<file path="src/shared/pac_defines.svh">
// Constants of the peak converter readout block: dataway mapping on APB,
// status word layout, reset values and timing counts.
// Assumes a 100 MHz REF_CLK; included by bare name.
`ifndef PAC_DEFINES_SVH
`define PAC_DEFINES_SVH

// --------------------------------------------------------------
// APB address layout: function code and subaddress fields
// --------------------------------------------------------------
`define PAC_F_LSB 6
`define PAC_A_LSB 2
`define PAC_ADDR_TOP 10

// --------------------------------------------------------------
// Function codes and subaddresses
// --------------------------------------------------------------
`define PAC_F_READ 5'd0
`define PAC_F_RD_LEVEL 5'd1
`define PAC_F_READ_CLR 5'd2
`define PAC_F_RD_PARAM 5'd4
`define PAC_F_TEST_LAM 5'd8
`define PAC_F_CLEAR 5'd9
`define PAC_F_CLR_LAM 5'd10
`define PAC_F_WR_LEVEL 5'd17
`define PAC_F_WR_PARAM 5'd20
`define PAC_F_TEST 5'd25
`define PAC_A_COMMON 4'd9
`define PAC_A_STATUS 4'd14
`define PAC_A_HEADER 4'd14
`define PAC_A_PATTERN 4'd15
`define PAC_A_LAST_CHAN 4'd7

// --------------------------------------------------------------
// Status word fields and header word fields
// --------------------------------------------------------------
`define PAC_SW_SUB 9
`define PAC_SW_FRONT_BUS 10
`define PAC_SW_RANGE_TAG 11
`define PAC_SW_ZERO_SUPP 12
`define PAC_SW_SEQ_READ 13
`define PAC_SW_CLE 14
`define PAC_STATUS_RST 16'h7eff
`define PAC_STATUS_MASK 16'h7eff
`define PAC_HDR_COUNT_LSB 8

// --------------------------------------------------------------
// Timing
// --------------------------------------------------------------
`define PAC_CLK_NS 10
`define PAC_SETTLE_NS 2000
`define PAC_SETTLE_CYC ((`PAC_SETTLE_NS + `PAC_CLK_NS - 1) / `PAC_CLK_NS)
`define PAC_TEST_NS 1000
`define PAC_TEST_CYC (`PAC_TEST_NS / `PAC_CLK_NS)
`define PAC_SYNC_CYC 4

`endif

</file>
<file path="src/shared/pac_pkg.sv">
// Types shared by the peak converter readout block.
// Assumes nothing of its surroundings.
package pac_pkg;
	typedef enum logic [9:0] {
		ST_IDLE = 10'b00_0000_0001,
		ST_ACQ = 10'b00_0000_0010,
		ST_SETTLE = 10'b00_0000_0100,
		ST_LOAD_UP = 10'b00_0000_1000,
		ST_LOAD_OFS = 10'b00_0001_0000,
		ST_LOAD_LOW = 10'b00_0010_0000,
		ST_LEVEL_WAIT = 10'b00_0100_0000,
		ST_CONVERT = 10'b00_1000_0000,
		ST_CONV_WAIT = 10'b01_0000_0000,
		ST_READOUT = 10'b10_0000_0000
	} pac_state_type;
	typedef logic [7:0] pac_byte_type;
	typedef logic [15:0] pac_entry_type;
endpackage

</file>
<file path="src/design/pac_readout.sv">
// Control of an eight channel peak sensing converter: acquisition sequence,
// peak latches, level loading, channel selection and dataway readout.
// Assumes an APB master that maps dataway cycles as F in PADDR[10:6] and
// A in PADDR[5:2]; analog pins are asynchronous, ADC_DATA stable while done.
//
// Our own choices: the address map and the APB register port.
`timescale 1ns/100ps
`default_nettype none
`include "pac_defines.svh"

// Contract
// - Sequential suppressed readout returns one word per accepted channel, at most 8.
// - Sequential unsuppressed readout returns exactly 8 words in channel order.
// - Subaddress 14 returns the header word (word count and status byte), subaddress 15 the hit pattern.
// - Bit 16 carries overflow only while the overflow tag bit is 0.
// - Bits 12..1 hold the result; bits 15..13 the channel while sub tag is 0.
// - Addressed mode returns channel n at subaddress n for 0..7.
// - Gate or test command starts acquisition, enabling peak detection.
// - Gate end blocks the gate and starts the settling delay.
// - Settling delay end sets busy and starts conversion.
// - While busy only readout and clear functions are accepted.
// - Threshold crossing sets a per channel latch enabling peak comparison.
// - Peak found latch closes the channel gate and holds its memory.
// - Common level loads only when idle, by function 20 subaddress 9.
// - Upper, lower and offset levels are written only when idle.
// - Before each conversion upper, offset and lower levels load by strobes.
// - Upper level code 0 means 85 percent, 255 means full scale.
// - Offset code 0 is minus 3, 128 zero, 255 plus 3 percent.
// - Lower level code 0 means 0, 255 means 10 percent.
// - Suppression converts only peaked channels between lower and upper level.
// - Unsuppressed or addressed mode converts all 8 channels.
// - Channel without peak keeps its multiplexer path disabled.
// - Sequential read of the last word clears and returns to idle.
// - Request enabled asserts look-at-me after conversion when data waits.
// - Each sequential read advances the read pointer at its strobe.
module pac_readout (
	input wire logic REF_CLK,
	input wire logic NRST,
	input wire logic PSEL,
	input wire logic PENABLE,
	input wire logic PWRITE,
	input wire logic [31:0] PADDR,
	input wire logic [31:0] PWDATA,
	output logic [31:0] PRDATA,
	output logic PREADY,
	output logic PSLVERR,
	input wire logic GATE,
	input wire logic [7:0] THRESHOLD_CROSS,
	input wire logic [7:0] PEAK_FALL,
	input wire logic ADC_DONE,
	input wire logic [11:0] ADC_DATA,
	input wire logic ADC_RANGE_EXCEEDED,
	input wire logic ABOVE_LOWER,
	input wire logic BELOW_UPPER,
	output logic ADC_START,
	output logic [2:0] MUX_SELECT,
	output logic MUX_ENABLE,
	output pac_pkg::pac_byte_type LEVEL_DATA,
	output logic UPPER_LEVEL_LOAD,
	output logic OFFSET_LEVEL_LOAD,
	output logic LOWER_LEVEL_LOAD,
	output pac_pkg::pac_byte_type COMMON_LEVEL,
	output logic COMMON_LEVEL_LOAD,
	output logic PEAK_ENABLE,
	output logic [7:0] INPUT_GATE_OPEN,
	output logic [7:0] HOLD,
	output logic BUSY,
	output logic LAM
);
	import pac_pkg::*;

	// --------------------------------------------------------------
	// State record
	// --------------------------------------------------------------
	typedef struct packed {
		pac_state_type state;
		logic [19:0] s1;
		logic [19:0] s2;
		logic [19:0] s3;
		logic [19:0] filt;
		logic gate_prev;
		logic test_run;
		logic [7:0] cnt;
		logic [2:0] ch;
		logic [7:0] thr_latch;
		logic [7:0] peak_latch;
		logic [7:0][15:0] mem;
		logic [3:0] wcount;
		logic [3:0] rptr;
		logic [7:0] hits;
		logic lam;
		logic [15:0] status;
		logic [7:0] common;
		logic [7:0][7:0] upper;
		logic [7:0][7:0] lower;
		logic [7:0][7:0] offset;
		logic [7:0] level_data;
		logic upper_load;
		logic offset_load;
		logic lower_load;
		logic common_load;
		logic [2:0] mux_sel;
		logic mux_en;
		logic adc_start;
		logic [7:0] gate_open;
		logic busy;
		logic pready;
		logic cmd_q;
		logic pslverr;
		logic [31:0] prdata;
	} pac_reg_type;

	pac_reg_type r_reg;
	pac_reg_type r_next;

	// Dataway word from a stored entry; tags set in the status word blank fields
	function automatic logic [31:0] pac_format(input logic [15:0] entry, input logic [15:0] sw);
		logic [31:0] w;
		w = 32'h0000_0000;
		w[15] = entry[15] & ~sw[`PAC_SW_RANGE_TAG];
		w[14:12] = entry[14:12] & {3{~sw[`PAC_SW_SUB]}};
		w[11:0] = entry[11:0];
		return w;
	endfunction

	// --------------------------------------------------------------
	// Decode helpers
	// --------------------------------------------------------------
	logic [4:0] fcode;
	logic [3:0] sub;
	logic addr_ok;
	logic setup;
	logic strobe;
	logic idle;
	logic seq_mode;
	logic zs_active;
	logic gate_s;
	logic done_s;
	logic window_ok;
	assign fcode = PADDR[`PAC_F_LSB+4:`PAC_F_LSB];
	assign sub = PADDR[`PAC_A_LSB+3:`PAC_A_LSB];
	assign addr_ok = (PADDR[31:`PAC_ADDR_TOP+1] == 21'h00_0000) && (PADDR[1:0] == 2'b00);
	assign setup = PSEL && !PENABLE;
	assign strobe = PSEL && PENABLE && r_reg.pready;
	assign idle = (r_reg.state == ST_IDLE);
	assign seq_mode = r_reg.status[`PAC_SW_SEQ_READ];
	// Suppression counts only with sequential readout selected
	assign zs_active = r_reg.status[`PAC_SW_ZERO_SUPP] && seq_mode;
	assign gate_s = r_reg.filt[0];
	assign done_s = r_reg.filt[17];
	assign window_ok = r_reg.filt[18] && r_reg.filt[19];

	// --------------------------------------------------------------
	// Next state
	// --------------------------------------------------------------
	always_comb begin
		logic do_clear;
		logic start_test;
		logic ok;
		logic q;
		logic [31:0] rd;
		do_clear = 1'b0;
		start_test = 1'b0;
		ok = 1'b0;
		q = 1'b0;
		rd = 32'h0000_0000;
		r_next = r_reg;
		r_next.upper_load = 1'b0;
		r_next.offset_load = 1'b0;
		r_next.lower_load = 1'b0;
		r_next.common_load = 1'b0;
		r_next.adc_start = 1'b0;
		// Pins pass three stages; a change counts once stages two and three agree
		r_next.s1 = {BELOW_UPPER, ABOVE_LOWER, ADC_DONE, PEAK_FALL, THRESHOLD_CROSS, GATE};
		r_next.s2 = r_reg.s1;
		r_next.s3 = r_reg.s2;
		r_next.filt = (r_reg.s2 & ~(r_reg.s2 ^ r_reg.s3)) | (r_reg.filt & (r_reg.s2 ^ r_reg.s3));
		r_next.gate_prev = gate_s;

		// Setup phase: decide the answer now so the access phase needs no wait
		r_next.pready = setup;
		if (setup) begin
			case (fcode)
				`PAC_F_READ, `PAC_F_READ_CLR: begin
					if (sub == `PAC_A_HEADER) begin
						ok = 1'b1;
						q = r_reg.busy;
						rd = {20'h0_0000, r_reg.wcount, r_reg.status[7:0]};
					end else if (sub == `PAC_A_PATTERN) begin
						ok = 1'b1;
						q = r_reg.busy;
						rd = {24'h00_0000, r_reg.hits};
					end else if (sub[3] == 1'b0 && seq_mode) begin
						ok = (sub == 4'd0);
						q = (r_reg.state == ST_READOUT) && (r_reg.rptr < r_reg.wcount);
						rd = pac_format(r_reg.mem[r_reg.rptr[2:0]], r_reg.status);
					end else if (sub[3] == 1'b0) begin
						ok = 1'b1;
						q = (r_reg.state == ST_READOUT);
						rd = pac_format(r_reg.mem[sub[2:0]], r_reg.status);
					end
				end
				`PAC_F_RD_LEVEL: begin
					ok = 1'b1;
					q = !r_reg.busy;
					rd = {24'h00_0000, sub[3] ? r_reg.lower[sub[2:0]] : r_reg.upper[sub[2:0]]};
				end
				`PAC_F_RD_PARAM: begin
					ok = (sub[3] == 1'b0) || (sub == `PAC_A_COMMON) || (sub == `PAC_A_STATUS);
					q = !r_reg.busy;
					if (sub == `PAC_A_COMMON) begin
						rd = {24'h00_0000, r_reg.common};
					end else if (sub == `PAC_A_STATUS) begin
						rd = {16'h0000, r_reg.status};
					end else begin
						rd = {24'h00_0000, r_reg.offset[sub[2:0]]};
					end
				end
				`PAC_F_TEST_LAM: begin
					ok = (sub == 4'd0);
					q = r_reg.lam && !r_reg.busy;
				end
				`PAC_F_CLEAR, `PAC_F_CLR_LAM: begin
					ok = (sub == 4'd0);
					q = 1'b1;
				end
				`PAC_F_WR_LEVEL: begin
					ok = 1'b1;
					q = idle;
				end
				`PAC_F_WR_PARAM: begin
					ok = (sub[3] == 1'b0) || (sub == `PAC_A_COMMON) || (sub == `PAC_A_STATUS);
					q = idle;
				end
				`PAC_F_TEST: begin
					ok = (sub == 4'd0);
					q = idle;
				end
				default: begin
					ok = 1'b0;
				end
			endcase
			ok = ok && addr_ok;
			r_next.cmd_q = ok && q;
			// Refused or unmapped commands answer with an error and no effect
			r_next.pslverr = !(ok && q);
			r_next.prdata = (ok && q && !PWRITE) ? rd : 32'h0000_0000;
		end else if (strobe) begin
			r_next.pslverr = 1'b0;
			r_next.prdata = 32'h0000_0000;
		end

		// Access phase strobe: the command takes effect here
		if (strobe && r_reg.cmd_q) begin
			case (fcode)
				`PAC_F_READ, `PAC_F_READ_CLR: begin
					if (sub == 4'd0 && seq_mode) begin
						r_next.rptr = r_reg.rptr + 4'd1;
						if (r_reg.rptr + 4'd1 >= r_reg.wcount) begin
							do_clear = 1'b1;
						end
					end else if (sub == `PAC_A_PATTERN && fcode == `PAC_F_READ_CLR) begin
						r_next.lam = 1'b0;
					end else if (sub == `PAC_A_LAST_CHAN && fcode == `PAC_F_READ_CLR && !seq_mode) begin
						do_clear = 1'b1;
					end
				end
				`PAC_F_CLEAR: begin
					do_clear = 1'b1;
				end
				`PAC_F_CLR_LAM: begin
					r_next.lam = 1'b0;
				end
				`PAC_F_WR_LEVEL: begin
					// Codes stored raw; the analog side scales them to full scale
					if (sub[3]) begin
						r_next.lower[sub[2:0]] = PWDATA[7:0];
					end else begin
						r_next.upper[sub[2:0]] = PWDATA[7:0];
					end
				end
				`PAC_F_WR_PARAM: begin
					if (sub == `PAC_A_COMMON) begin
						r_next.common = PWDATA[7:0];
						r_next.common_load = 1'b1;
					end else if (sub == `PAC_A_STATUS) begin
						r_next.status = PWDATA[15:0] & `PAC_STATUS_MASK;
					end else begin
						r_next.offset[sub[2:0]] = PWDATA[7:0];
					end
				end
				`PAC_F_TEST: begin
					start_test = 1'b1;
				end
				default: begin
					do_clear = 1'b0;
				end
			endcase
		end

		// Acquisition and conversion sequence
		case (r_reg.state)
			ST_IDLE: begin
				if ((gate_s && !r_reg.gate_prev) || start_test) begin
					r_next.state = ST_ACQ;
					r_next.test_run = start_test;
					r_next.cnt = 8'h00;
					r_next.thr_latch = 8'h00;
					r_next.peak_latch = 8'h00;
				end
			end
			ST_ACQ: begin
				r_next.thr_latch = r_reg.thr_latch | r_reg.filt[8:1];
				r_next.peak_latch = r_reg.peak_latch | (r_reg.thr_latch & r_reg.filt[16:9]);
				r_next.cnt = r_reg.cnt + 8'h01;
				if (r_reg.test_run ? (r_reg.cnt == 8'(`PAC_TEST_CYC - 1)) : !gate_s) begin
					r_next.state = ST_SETTLE;
					r_next.cnt = 8'h00;
				end
			end
			ST_SETTLE: begin
				// Gate stays ignored: only the idle and acquisition states look at it
				r_next.cnt = r_reg.cnt + 8'h01;
				if (r_reg.cnt == 8'(`PAC_SETTLE_CYC - 1)) begin
					r_next.state = ST_LOAD_UP;
					r_next.ch = 3'd0;
					r_next.wcount = 4'd0;
					r_next.rptr = 4'd0;
					r_next.hits = 8'h00;
				end
			end
			ST_LOAD_UP: begin
				r_next.mux_sel = r_reg.ch;
				r_next.mux_en = r_reg.peak_latch[r_reg.ch];
				r_next.level_data = r_reg.upper[r_reg.ch];
				r_next.upper_load = 1'b1;
				r_next.state = ST_LOAD_OFS;
			end
			ST_LOAD_OFS: begin
				r_next.level_data = r_reg.offset[r_reg.ch];
				r_next.offset_load = 1'b1;
				r_next.state = ST_LOAD_LOW;
			end
			ST_LOAD_LOW: begin
				r_next.level_data = r_reg.lower[r_reg.ch];
				r_next.lower_load = 1'b1;
				r_next.state = ST_LEVEL_WAIT;
				r_next.cnt = 8'h00;
			end
			ST_LEVEL_WAIT: begin
				// Window comparators need the sync latency after the levels change
				r_next.cnt = r_reg.cnt + 8'h01;
				if (r_reg.cnt == 8'(`PAC_SYNC_CYC)) begin
					r_next.state = ST_CONVERT;
				end
			end
			ST_CONVERT: begin
				r_next.cnt = 8'h00;
				if (!zs_active || (r_reg.peak_latch[r_reg.ch] && window_ok)) begin
					r_next.adc_start = 1'b1;
					r_next.state = ST_CONV_WAIT;
				end else if (r_reg.ch == 3'd7) begin
					r_next.state = ST_READOUT;
					r_next.lam = r_reg.status[`PAC_SW_CLE] && (r_reg.wcount != 4'd0);
				end else begin
					r_next.ch = r_reg.ch + 3'd1;
					r_next.state = ST_LOAD_UP;
				end
			end
			ST_CONV_WAIT: begin
				// A stale done needs one cycle to drop, then the whole filter depth
				if (r_reg.cnt != 8'(`PAC_SYNC_CYC + 1)) begin
					r_next.cnt = r_reg.cnt + 8'h01;
				end else if (done_s) begin
					r_next.mem[r_reg.wcount[2:0]] = {ADC_RANGE_EXCEEDED, r_reg.ch, ADC_DATA};
					r_next.wcount = r_reg.wcount + 4'd1;
					r_next.hits[r_reg.ch] = 1'b1;
					if (r_reg.ch == 3'd7) begin
						r_next.state = ST_READOUT;
						r_next.lam = r_reg.status[`PAC_SW_CLE];
					end else begin
						r_next.ch = r_reg.ch + 3'd1;
						r_next.state = ST_LOAD_UP;
					end
				end
			end
			ST_READOUT: begin
				// Nothing accepted in sequential mode: release at once
				if (seq_mode && r_reg.wcount == 4'd0) begin
					do_clear = 1'b1;
				end
			end
			default: begin
				r_next.state = ST_IDLE;
			end
		endcase

		// Clear leaves parameters and status word untouched
		if (do_clear) begin
			r_next.state = ST_IDLE;
			r_next.thr_latch = 8'h00;
			r_next.peak_latch = 8'h00;
			r_next.wcount = 4'd0;
			r_next.rptr = 4'd0;
			r_next.hits = 8'h00;
			r_next.lam = 1'b0;
			r_next.mux_en = 1'b0;
		end
		r_next.gate_open = {8{r_next.state == ST_ACQ}} & ~r_next.peak_latch;
		r_next.busy = !(r_next.state == ST_IDLE || r_next.state == ST_ACQ || r_next.state == ST_SETTLE);
	end

	// State register
	always_ff @(posedge REF_CLK or negedge NRST) begin
		if (!NRST) begin
			r_reg <= '0;
			r_reg.state <= ST_IDLE;
			r_reg.status <= `PAC_STATUS_RST;
		end else begin
			r_reg <= r_next;
		end
	end

	// Outputs straight from the state record
	assign PRDATA = r_reg.prdata;
	assign PREADY = r_reg.pready;
	assign PSLVERR = r_reg.pslverr;
	assign ADC_START = r_reg.adc_start;
	assign MUX_SELECT = r_reg.mux_sel;
	assign MUX_ENABLE = r_reg.mux_en;
	assign LEVEL_DATA = r_reg.level_data;
	assign UPPER_LEVEL_LOAD = r_reg.upper_load;
	assign OFFSET_LEVEL_LOAD = r_reg.offset_load;
	assign LOWER_LEVEL_LOAD = r_reg.lower_load;
	assign COMMON_LEVEL = r_reg.common;
	assign COMMON_LEVEL_LOAD = r_reg.common_load;
	assign PEAK_ENABLE = r_reg.state[1]; // One-hot bit of the acquisition state
	assign INPUT_GATE_OPEN = r_reg.gate_open;
	assign HOLD = r_reg.peak_latch;
	assign BUSY = r_reg.busy;
	assign LAM = r_reg.lam;
endmodule
`default_nettype wire

</file>
<file path="config.mk">
export PLATFORM = sky130hd
export DESIGN_NAME = pac_readout
export DESIGN_NICKNAME = d
export VERILOG_FILES = /design/src/shared/pac_pkg.sv /design/src/design/pac_readout.sv
export VERILOG_INCLUDE_DIRS = /design/src /design/src/shared
export SDC_FILE = /design/constraint.sdc
export NUM_CORES = 1
export LEC_CHECK = 0
export CORE_MARGIN = 4
export CORE_UTILIZATION = 55
export DETAILED_ROUTE_END_ITERATION = 10
export DONT_BUFFER_PORTS = 1
export PLACE_DENSITY = 0.7
export SLEW_MARGIN = 20
export SYNTH_ARGS = -nofsm -noshare
export SYNTH_HDL_FRONTEND = slang
export SYNTH_SLANG_ARGS = --single-unit
</file>
<file path="constraint.sdc">
create_clock -name REF_CLK -period 3.3 [get_ports REF_CLK]
set_input_delay 0 -clock REF_CLK [delete_from_list [all_inputs] [get_ports REF_CLK]]
set_output_delay 0 -clock REF_CLK [all_outputs]
set_load 0.02 [all_outputs]
</file>
# == Yosys cells after proc, flatten, opt, wreduce, memory -nomap -nowiden ==
# Cells that the tools add are included.
# word_totals
register_bits,539
# op_classes
add_sub_neg,4
n_mux,126
reduce_logical,72
eq_ne,41
magnitude_cmp,9
n_bitwise,21
# ops
cell,count
$mux 64,5
$mux 217,1
$bwmux 64,3
$mux 16,10
$bmux 8 s3,6
$bwmux 128,1
$mux 128,1
$pmux 10 s10,1
$bmux 16 s3,2
$mux 8,12
$mux 10,9
$mux 33,2
$mux 15,4
$demux 16 s3,1
$pmux 16 s3,1
$and 20x20->20,2
$pmux 8 s5,1
$mux 1,37
$mux 32,1
$pmux 16 s2,1
$demux 8 s3,1
$logic_and 1x1->1,24
$mux 4,6
$or 8x8->8,3
other kinds (71),138

# == Logic depth before layout (Yosys ltp) ==
# Gate-level depths: netlist (run 1).
# logic_depth
ltp_word,15
mapped_depth,12

# == Worst setup path before layout (run 1) ==
# Ideal clock, no wire load.
# synth_path
path_kind,reg2reg
start,register r_reg[291] (netlist bit)
end,register r_reg (netlist bit PRDATA[3])
path_stages_with_launch,11
period_less_slack_ns,2.779
path_buffers,2
required_ns,3.214
slack_ns,0.521
setup_ns,0.086
arrival_time_ns,2.693
path_cell_list,dfrtp_1 > clkbuf_1 > clkinv_1 > ha_1 > nor2b_1 > o2111ai_1 > nor4b_1 > o31ai_1 > or3_1 > buf_2 > a32oi_1
# synth_via
elab_chain_len,11
# synth_rtl
item,line,text
"start, declared",pac_readout.sv:113,pac_reg_type r_reg;
"start signal, assigned",pac_readout.sv:420,r_reg <= r_next;
$lt 4x4->1,pac_readout.sv:195,q = (r_reg.state == ST_READOUT) && (r_reg.rptr < r_reg.wcount);
$logic_and 1x1->1,pac_readout.sv:195,
$mux 1,pac_readout.sv:193,end else if (sub[3] == 1'b0 && seq_mode) begin
$mux 1,pac_readout.sv:189,end else if (sub == `PAC_A_PATTERN) begin
$mux 1,pac_readout.sv:185,if (sub == `PAC_A_HEADER) begin
$pmux 1 s5,pac_readout.sv:183,case (fcode)
$mux 1,pac_readout.sv:182,if (setup) begin
$logic_and 1x1->1 (2 in a row),pac_readout.sv:247,r_next.prdata = (ok && q && !PWRITE) ? rd : 32'h0000_0000;
$mux 32,pac_readout.sv:247,
$mux 33,pac_readout.sv:182,
# Every way passes these cells. The select of a mux whose other input is x is not followed.
# A chain may end at the register's enable or synchronous reset.

# == Worst setup path after layout (run 1) ==
# layout_path
start,register r_reg[291] (netlist bit)
end,register r_reg (netlist bit PRDATA[8])
# Same word-level chain as after synthesis.

==> run summary, run 1 <==
outcome = finished, violations left
failing checks = negative hold slack, max-slew violations
clock slew at reported path FFs = 70 ps
number of port buffers = 0
most common cell after layout, fill and taps aside = dfrtp_1
Wirelength per Cell = 28.9 µm
reg2reg start = r_reg[291]$_DFFE_PN0P_
FF-to-FF End = PRDATA[8]$_DFFE_PN0P_
cell family with most CP delay = buffers and inverters
detailed-route wire length = 82.3 mm
CP max FO = 8
WP buf/inv = 3
placed cell areas = 26,900 µm²
Tightest Pin Transition = 2320 ps
die outline width = 228 µm
Setup crit end kind = flop
Starting Density = 55.7%
Peak supply drop = 440 µV
first-pass GRT wire length = 125 mm
CP arrival = 3670 ps
vias in the first global route = 19,580
Rel. slew slack = -55.0%
syn avg cell area = 12.3 µm²
Static Leak = 13.3 nW
crit path kind = reg2reg
TritonRoute pass-1 iters = 6
FF-to-FF setup slack = 170 ps
clk_lat worst skew = 620 ps
gpl congestion = 0.953
post-place setup slack = 457 ps
EDFF count, synth = 0
Fin Hold WS = -915 ps
max reg flops = 401
post-CTS sizing = 0
# DRC = 0
H-tree depth = 2
worst reg2reg path depth = 10
post-synthesis sequential area ratio = 49.3%
CP Capture Point = PRDATA[8]$_DFFE_PN0P_
RSZ-0062 raised after global routing = false
worst hold-check path type = in2async
largest net degree at the start of global routing = 524
grt total ovfl = 0
CP Depth = 10
flops & latches, synth = 523
CTS Buffer Depth = 3
setup TNS = 0 ps
Fillers = 3,675
slack of the critical path = 165 ps
via count = 19,343
Detail Placement HPWL = 51.1 mm
final period utilization = 95.0%
number of CTS-inserted buffers = 54
final hold viol count = 514
Slew Limit Fails = 338
vias per cell = 6.79
cell count after synthesis = 2,158
Root Buffer = clkbuf_16
CTS tree = done
# rows = 80
postcts setup bufs = 0
initial antenna violation count = 7
Worst Clk Skew = 30.8 ps
Top Ports = 180
maxcap violations = 0
GRT Total Usage = 31.1%
commonest non-fill, non-tap cells in the layout = dfrtp_1 (504), mux2_2 (379), nand2_1 (133)
number of DRC markers in iteration 0 = 2,310
Nets = 2,308
cts hold-fix bufs = 97
height of the die = 228 µm
number of distinct library cells after synthesis = 92
Async SR Flop Fraction = 100%
Post-synth top flop = dfrtp_1
CP cell instances = clkinv_1 > ha_1 > nor2b_1 > o2111ai_1 > nor4b_1 > o31ai_1 > buf_4 > or2_2 > dlygate4sd3_1 > o21ai_0
pwr dens = 471 nW/µm²
mapped cell area = 26,600 µm²
Ys Warns = 0
clk sinks = 523
fin area = 29,600 µm²
DIE AREA = 51,900 µm²
Total Power = 13.9 mW
Area Overhead vs Synth = 11.3%
Tmin final = 3130 ps
Placeable Area = 47,700 µm²
CP required = 3830 ps
CP peak stage delay = 620 ps
CP max stage cell = dfrtp_1
crit path launch = r_reg[291]$_DFFE_PN0P_
final setup violation count = 0
FMAX = 0.319 GHz
Detail Route Antenna Nets = 0
startpoint types = flop
share of cells above drive strength 1 = 30.1%
## final cells by class
class / instances / area, µm² / share of cell area [%]
clock buffer: 83 / 1590 / 5.38
sequential: 523 / 13100 / 44.3
clock inverter: 14 / 149 / 0.503
timing repair buffer: 171 / 1580 / 5.33
multi-input combinational: 1413 / 12300 / 41.5
antenna: 4 / 10.0 / 0.0338
tap: 615 / 769 / 2.60
inverter: 27 / 101 / 0.343
## metal layers
metal / GRT usage [%] / up-vias / routed length [µm] / share of wire, %
met1: 42.7 / 9971 / 32800 / 40
met4: 12.5 / 6 / 3560 / 4.3
met2: 47.6 / 1058 / 37400 / 45
met3: 8.25 / 243 / 8460 / 10
met5: 0 / - / 43 / 0.052
li1: - / 8065 / - / -
## per-stage QoR
step / instances / utilization, %
finish: 2850 / 62.0
global route: 2848 / 61.9
CTS: 2846 / 62.0
detailed placement: 2652 / 56.3
global placement: 2652 / 56.3
floorplan: 2173 / -
## cells by family after synthesis
| logic type | after synthesis | share of synthesized area [%] |
|---|---|---|
| other cells | 1 | 0.0141 |
| xor+xnor | 12 | 0.395 |
| mux | 529 | 25.2 |
| buf+inv | 237 | 4.76 |
| simple gates | 439 | 8.79 |
| compound gates | 381 | 10.0 |
| flops | 523 | 49.3 |
| fa+ha+maj | 36 | 1.51 |
## worst min-delay path by stage
stage                        endpoint  slack [ps]  cells after the start
2_1_floorplan     ADC_START$_DFF_PN0_        -300                      0
3_3_place_gp   r_reg[405]$_DFFE_PN0P_        -270                      0
3_5_place_dp   r_reg[373]$_DFFE_PN0P_        -280                      0
4_1_cts        r_reg[373]$_DFFE_PN0P_        -940                      0
5_1_grt        r_reg[373]$_DFFE_PN0P_        -940                      0
6_report       r_reg[373]$_DFFE_PN0P_        -910                      0
## synth_stat cells, drive strengths merged (22+ instances only)
master	count	share of area, %
a21oi	72	1.4
a221oi	35	1.2
a22oi	28	0.79
a31oi	22	0.52
buf	129	3.2
clkbuf	81	1.1
dfrtp	508	48
inv	25	0.35
mux2	384	16
mux2i	71	2.7
mux4	74	6.3
nand2	133	1.9
nand3	35	0.66
nor2	104	1.5
nor2b	28	0.66
nor3	32	0.77
o21ai	71	1.3
## report_power, final
part	switching [mW]	internal, mW	total [mW]	leakage, nW
clock	2.54	3.53	6.08	0.863
sequential	0.250	6.62	6.87	7.03
combinational	0.608	0.384	0.991	5.38
Note: power is estimated with default switching activity, not from simulation.
==> run 2: changes to the inputs <==
--- a/config.mk
+++ b/config.mk
@@ -7,10 +7,9 @@
 export NUM_CORES = 1
 export LEC_CHECK = 0
 export CORE_MARGIN = 4
-export CORE_UTILIZATION = 55
+export CORE_UTILIZATION = 25
 export DETAILED_ROUTE_END_ITERATION = 10
 export DONT_BUFFER_PORTS = 1
-export PLACE_DENSITY = 0.7
 export SLEW_MARGIN = 20
 export SYNTH_ARGS = -nofsm -noshare
 export SYNTH_HDL_FRONTEND = slang
==> run 2 against run 1 <==
The flow now finishes without violations. Count of clock-buffer cells in the layout fell by 1. Utilization is 33 points lower. Total power is 2.8% higher. Final area grew 4.5%. Flip-flop and latch count unchanged.
==> run summary, run 2 (synthesis gave the netlist of run 1 again) <==
P_int = 10.7 mW
share of cells above drive strength 1 = 30.7%
CP max FO = 13
TritonRoute pass-1 iters = 5
FMAX = 0.311 GHz
switching power total = 3.68 mW
maxcap violations = 0
clock slew at reported path FFs = 60 ps
Area Overhead vs Synth = 16.3%
gpl congestion = 0.861
Tightest Pin Transition = 1230 ps
Root Buffer = clkbuf_16
CP required = 3840 ps
pwr dens = 464 nW/µm²
number of port buffers = 0
Detail Route Antenna Nets = 0
final setup violation count = 0
final hold viol count = 0
Rel. slew slack = 18.0%
max reg flops = 401
RSZ-0062 raised after global routing = false
grt total ovfl = 0
Starting Density = 25.2%
vias per cell = 5.25
final period utilization = 97.5%
most common cell after layout, fill and taps aside = dfrtp_1
Cell Count, Final, Fillers Out = 3,639
busiest grt layer = met2
Placeable Area = 105,000 µm²
Nets = 2,325
Peak supply drop = 414 µV
Placed Cells = 3,430
Final Util = 29.3%
vias in the first global route = 18,946
Combinational Power Share = 8.1%
met2 usage = 24.1%
Tmin final = 3220 ps
Total Power = 14.3 mW
CTS tree = done
H-tree depth = 2
Slew Limit Fails = 0
detailed-route wire length = 88.7 mm
first-pass GRT wire length = 131 mm
number of CTS-inserted buffers = 57
clock share of power = 44.0%
number of DRC markers in iteration 0 = 1,870
clk sinks = 523
Setup crit end kind = flop
Static Leak = 13.4 nW
setup TNS = 0 ps
via count = 19,096
crit path kind = in2reg
height of the die = 334 µm
commonest non-fill, non-tap cells in the layout = dfrtp_1 (504), mux2_2 (379), nand2_1 (132)
Worst Clk Skew = 29.3 ps
fin area = 30,900 µm²
Wirelength per Cell = 24.4 µm
largest net degree at the start of global routing = 524
Detail Placement HPWL = 55.6 mm
outcome = completed
initial antenna violation count = 12
Top Ports = 180
clk_lat worst skew = 640 ps
startpoint types = input pin
CTS Buffer Depth = 3
CP arrival = 3760 ps
sequential share of power = 47.9%
placed cell areas = 27,900 µm²
GR met1 Demand/Resource = 20.8%
die outline width = 334 µm
GRT Total Usage = 15.5%
worst hold-check path type = in2reg
# rows = 119
met3 Usage GRT = 4.29%
# DRC = 0
DIE AREA = 112,000 µm²
Sw Ratio = 25.7%
## run 2: cell count changes in the layout (fill, tap and decap cells not counted), moves of 3 or more
cell,before,now
buf_12,5,11
clkbuf_1,17,12
dlygate4sd3_1,94,98
buf_16,0,3
clkbuf_16,55,58
## run 2: per-stage QoR
| stage | hold slack [ps] | setup slack, ps |
|---|---|---|
| finish | 16.1 | 81.3 |
| detailed placement | -238 | 333 |
| global placement | -235 | 429 |
| global route | 25.0 | 44.6 |
| floorplan | -296 | 521 |
| CTS | -903 | 128 |
## run 2: worst paths after layout
check | to | cells after the start | slack [ps] | from
hold reg to reg | r_next[480]$_DFF_PN0_ | 0 | 350 | r_next[500]$_DFF_PN0_
min in group asynchronous | r_next[507]$_DFF_PN0_ | 4 | 490 | NRST
setup / recovery | PRDATA[6]$_DFFE_PN0P_ | 10 | 80 | PADDR[6]
max in group asynchronous | r_reg[195]$_DFFE_PN0P_ | 6 | 540 | NRST
setup reg to reg | PRDATA[6]$_DFFE_PN0P_ | 6 | 300 | r_reg[534]$_DFF_PN0_
hold / removal | r_reg[266]$_DFFE_PN1P_ | 2 | 20 | PWDATA[5]
## run 2: final cells by class
class | instances | area, µm²
Tap cell | 1391 | 1740
Clock inverter | 14 | 154
Sequential cell | 523 | 13100
Timing Repair Buffer | 185 | 1830
Clock buffer | 82 | 1660
Multi-Input combinational cell | 1413 | 12300
Inverter | 27 | 101
Fill cell | 10756 | 74500
Antenna cell | 4 | 10.0
## run 2: worst max-delay path: stages
cell and delay (ps):
dlygate4sd3_1 650, nor4_2 260, dlygate4sd3_1 570, buf_4 210, o31ai_1 100, a311oi_1 280, dlygate4sd3_1 590, o31ai_1 90
or3_2 720, a32oi_1 280
## run 2: power by group through the flow
| stage | sequential (mW) | clock (mW) | combinational [mW] |
|---|---|---|---|
| after detailed placement | 6.98 | 0 | 0.800 |
| after floorplan | 6.82 | 0 | 0.839 |
| final | 6.87 | 6.31 | 1.16 |
| after CTS | 6.87 | 6.42 | 0.996 |
| after global routing | 6.89 | 6.67 | 1.26 |
| after global placement | 6.98 | 0 | 0.790 |
## run 2: what timing repair did
| item | in CTS | in global routing |
|---|---|---|
| gates resized for setup | 0 | 2 |
| endpoints found under the hold margin | 887 | 238 |
| setup buffers | 0 | 0 |
| hold buffers | 101 | 5 |
| endpoints found under the setup margin | 0 | 7 |
## run 2: routing by layer
| metal | part of all wire (%) | vias up | wire (µm) |
|---|---|---|---|
| met5 | 0.078 | - | 69 |
| met4 | 3.4 | 10 | 3020 |
| met3 | 9.2 | 176 | 8160 |
| met2 | 46 | 854 | 40400 |
| met1 | 42 | 9934 | 37100 |
| li1 | - | 8122 | - |
==> run 3: changes to the inputs <==
==> constraint.sdc (replaced) <==
create_clock -name REF_CLK -period 3.5 [get_ports REF_CLK]
set_input_delay 0 -clock REF_CLK [delete_from_list [all_inputs] [get_ports REF_CLK]]
set_output_delay 0 -clock REF_CLK [all_outputs]
set_load 0.02 [all_outputs]
==> run 3 against run 2 <==
The run now ends with negative hold slack left. First-iteration DRC count grew 3.4%. Combinational power down 19%. Count of clock-buffer cells in the layout grew 5. Die area is the same. Critical path depth decreased by 2. Setup slack improved by 390 ps. Register-to-register slack improved by 170 ps. Total power decreased by 3.9%.
==> run summary, run 3 (synthesis gave the netlist of run 1 again) <==
largest net degree at the start of global routing = 524
Placed Cells = 3,420
Fin Hold WS = -851 ps
Static Leak = 13.4 nW
Cell Count, Final, Fillers Out = 3,629
die outline width = 334 µm
Placeable Area = 105,000 µm²
FF-to-FF End = PRDATA[15]$_DFFE_PN0P_
via count = 19,028
number of CTS-inserted buffers = 57
reg2reg start = r_reg[534]$_DFF_PN0_
Fillers = 10,734
clock slew at reported path FFs = 60 ps
crit path launch = r_reg[534]$_DFF_PN0_
Slew Limit Fails = 0
initial antenna violation count = 16
crit path kind = reg2reg
Area Overhead vs Synth = 16.0%
first-pass GRT wire length = 131 mm
area of the multi-input gates = 12,300 µm²
max reg flops = 401
height of the die = 334 µm
most common cell after layout, fill and taps aside = dfrtp_1
Setup crit end kind = flop
cts hold-fix bufs = 99
CP required = 4070 ps
commonest non-fill, non-tap cells in the layout = dfrtp_1 (504), mux2_2 (379), nand2_1 (133)
detailed-route wire length = 88.8 mm
share of cells above drive strength 1 = 30.6%
gpl congestion = 0.863
number of port buffers = 0
DIE AREA = 112,000 µm²
# rows = 119
Nets = 2,305
Detail Route Antenna Nets = 0
CTS Buffer Depth = 3
Top Ports = 180
Rel. slew slack = 3.95%
Wirelength per Cell = 24.5 µm
CTS tree = done
Starting Density = 25.2%
# DRC = 0
setup TNS = 0 ps
final hold viol count = 523
worst hold-check path type = in2async
post-CTS sizing = 0
Worst Clk Skew = 18.8 ps
startpoint types = flop
CP arrival = 3590 ps
GRT Total Usage = 15.4%
grt total ovfl = 0
H-tree depth = 2
outcome = finished, violations left
pwr dens = 447 nW/µm²
final period utilization = 86.4%
FMAX = 0.331 GHz
CP Capture Point = PRDATA[15]$_DFFE_PN0P_
Total Power = 13.8 mW
FF-to-FF setup slack = 470 ps
Tightest Pin Transition = 1440 ps
vias in the first global route = 18,588
CP max FO = 11
number of DRC markers in iteration 0 = 1,934
vias per cell = 5.24
maxcap violations = 0
failing checks = negative hold slack
Root Buffer = clkbuf_16
Peak supply drop = 344 µV
clk_lat worst skew = 630 ps
final setup violation count = 0
clk sinks = 523
RSZ-0062 raised after global routing = false
Detail Placement HPWL = 56.5 mm
worst reg2reg path depth = 8
TritonRoute pass-1 iters = 7
Tmin final = 3030 ps
Reg area = 13,100 µm²
## run 3: cell count changes in the layout (fill, tap and decap cells not counted), sizes merged
| cell | delta |
|---|---|
| diode | +1 |
| clkinvlp | -1 |
| buf | -14 |
| bufinv | +3 |
| clkinv | +2 |
| dlygate4sd3 | -6 |
| clkbuf | +5 |
## run 3: how the worst min path moves through the flow
stage / start / end / slack, ps / depth (start not counted)
2_1_floorplan: NRST / ADC_START$_DFF_PN0_ / -300 / 0
3_3_place_gp: NRST / r_next[510]$_DFF_PN0_ / -240 / 0
3_5_place_dp: NRST / r_next[510]$_DFF_PN0_ / -240 / 0
4_1_cts: NRST / r_next[510]$_DFF_PN0_ / -900 / 0
5_1_grt: NRST / r_next[510]$_DFF_PN0_ / -890 / 0
6_report: NRST / r_next[510]$_DFF_PN0_ / -850 / 0
## run 3: through the flow
step / setup WS (ps) / cell area [µm²] / hold WS, ps / util, %
6_report: 475 / 30800 / -851 / 29.2
5_1_grt: 272 / 30800 / -887 / 29.2
4_1_cts: 486 / 30800 / -895 / 29.2
3_5_place_dp: 608 / 27800 / -238 / 26.4
3_3_place_gp: 612 / 27800 / -239 / 26.4
2_1_floorplan: 721 / 26600 / -296 / -
## run 3: layer usage
layer  vias up  GRT usage [%]  wire length (µm)
met5         -              0                69
met4        12           4.67              2750
met3       188           4.82              9150
met2       863           24.1             40200
met1      9864           20.6             36600
li1       8101              -                 -
## run 3: final cells by class
| class | instances | share of cell area, % |
|---|---|---|
| sequential | 523 | 42.6 |
| clock inverter | 18 | 0.800 |
| antenna | 5 | 0.0406 |
| inverter | 27 | 0.329 |
| tap | 1391 | 5.65 |
| clock buffer | 87 | 5.65 |
| multi-input combinational | 1413 | 39.9 |
| timing repair buffer | 165 | 5.12 |
## run 3: power by group
| group | switching [mW] | internal [mW] |
|---|---|---|
| registers | 0.241 | 6.24 |
| logic | 0.580 | 0.364 |
| clock network | 2.56 | 3.78 |
| total | 3.38 | 10.4 |
## run 3: worst max-delay path: stages (launching register included)
cell and delay, ps:
dfrtp_1 540, nor4_2 440, nand4_1 270, nor4b_1 380
o31ai_1 120, buf_4 160, or2_2 330, o21ai_0 170
dlygate4sd3_1 560
## run 3: what timing repair did
| item | CTS | global route |
|---|---|---|
| setup buffers | 0 | 0 |
| endpoints found under the hold margin | 885 | 523 |
| setup endpoints to repair | 0 | 0 |
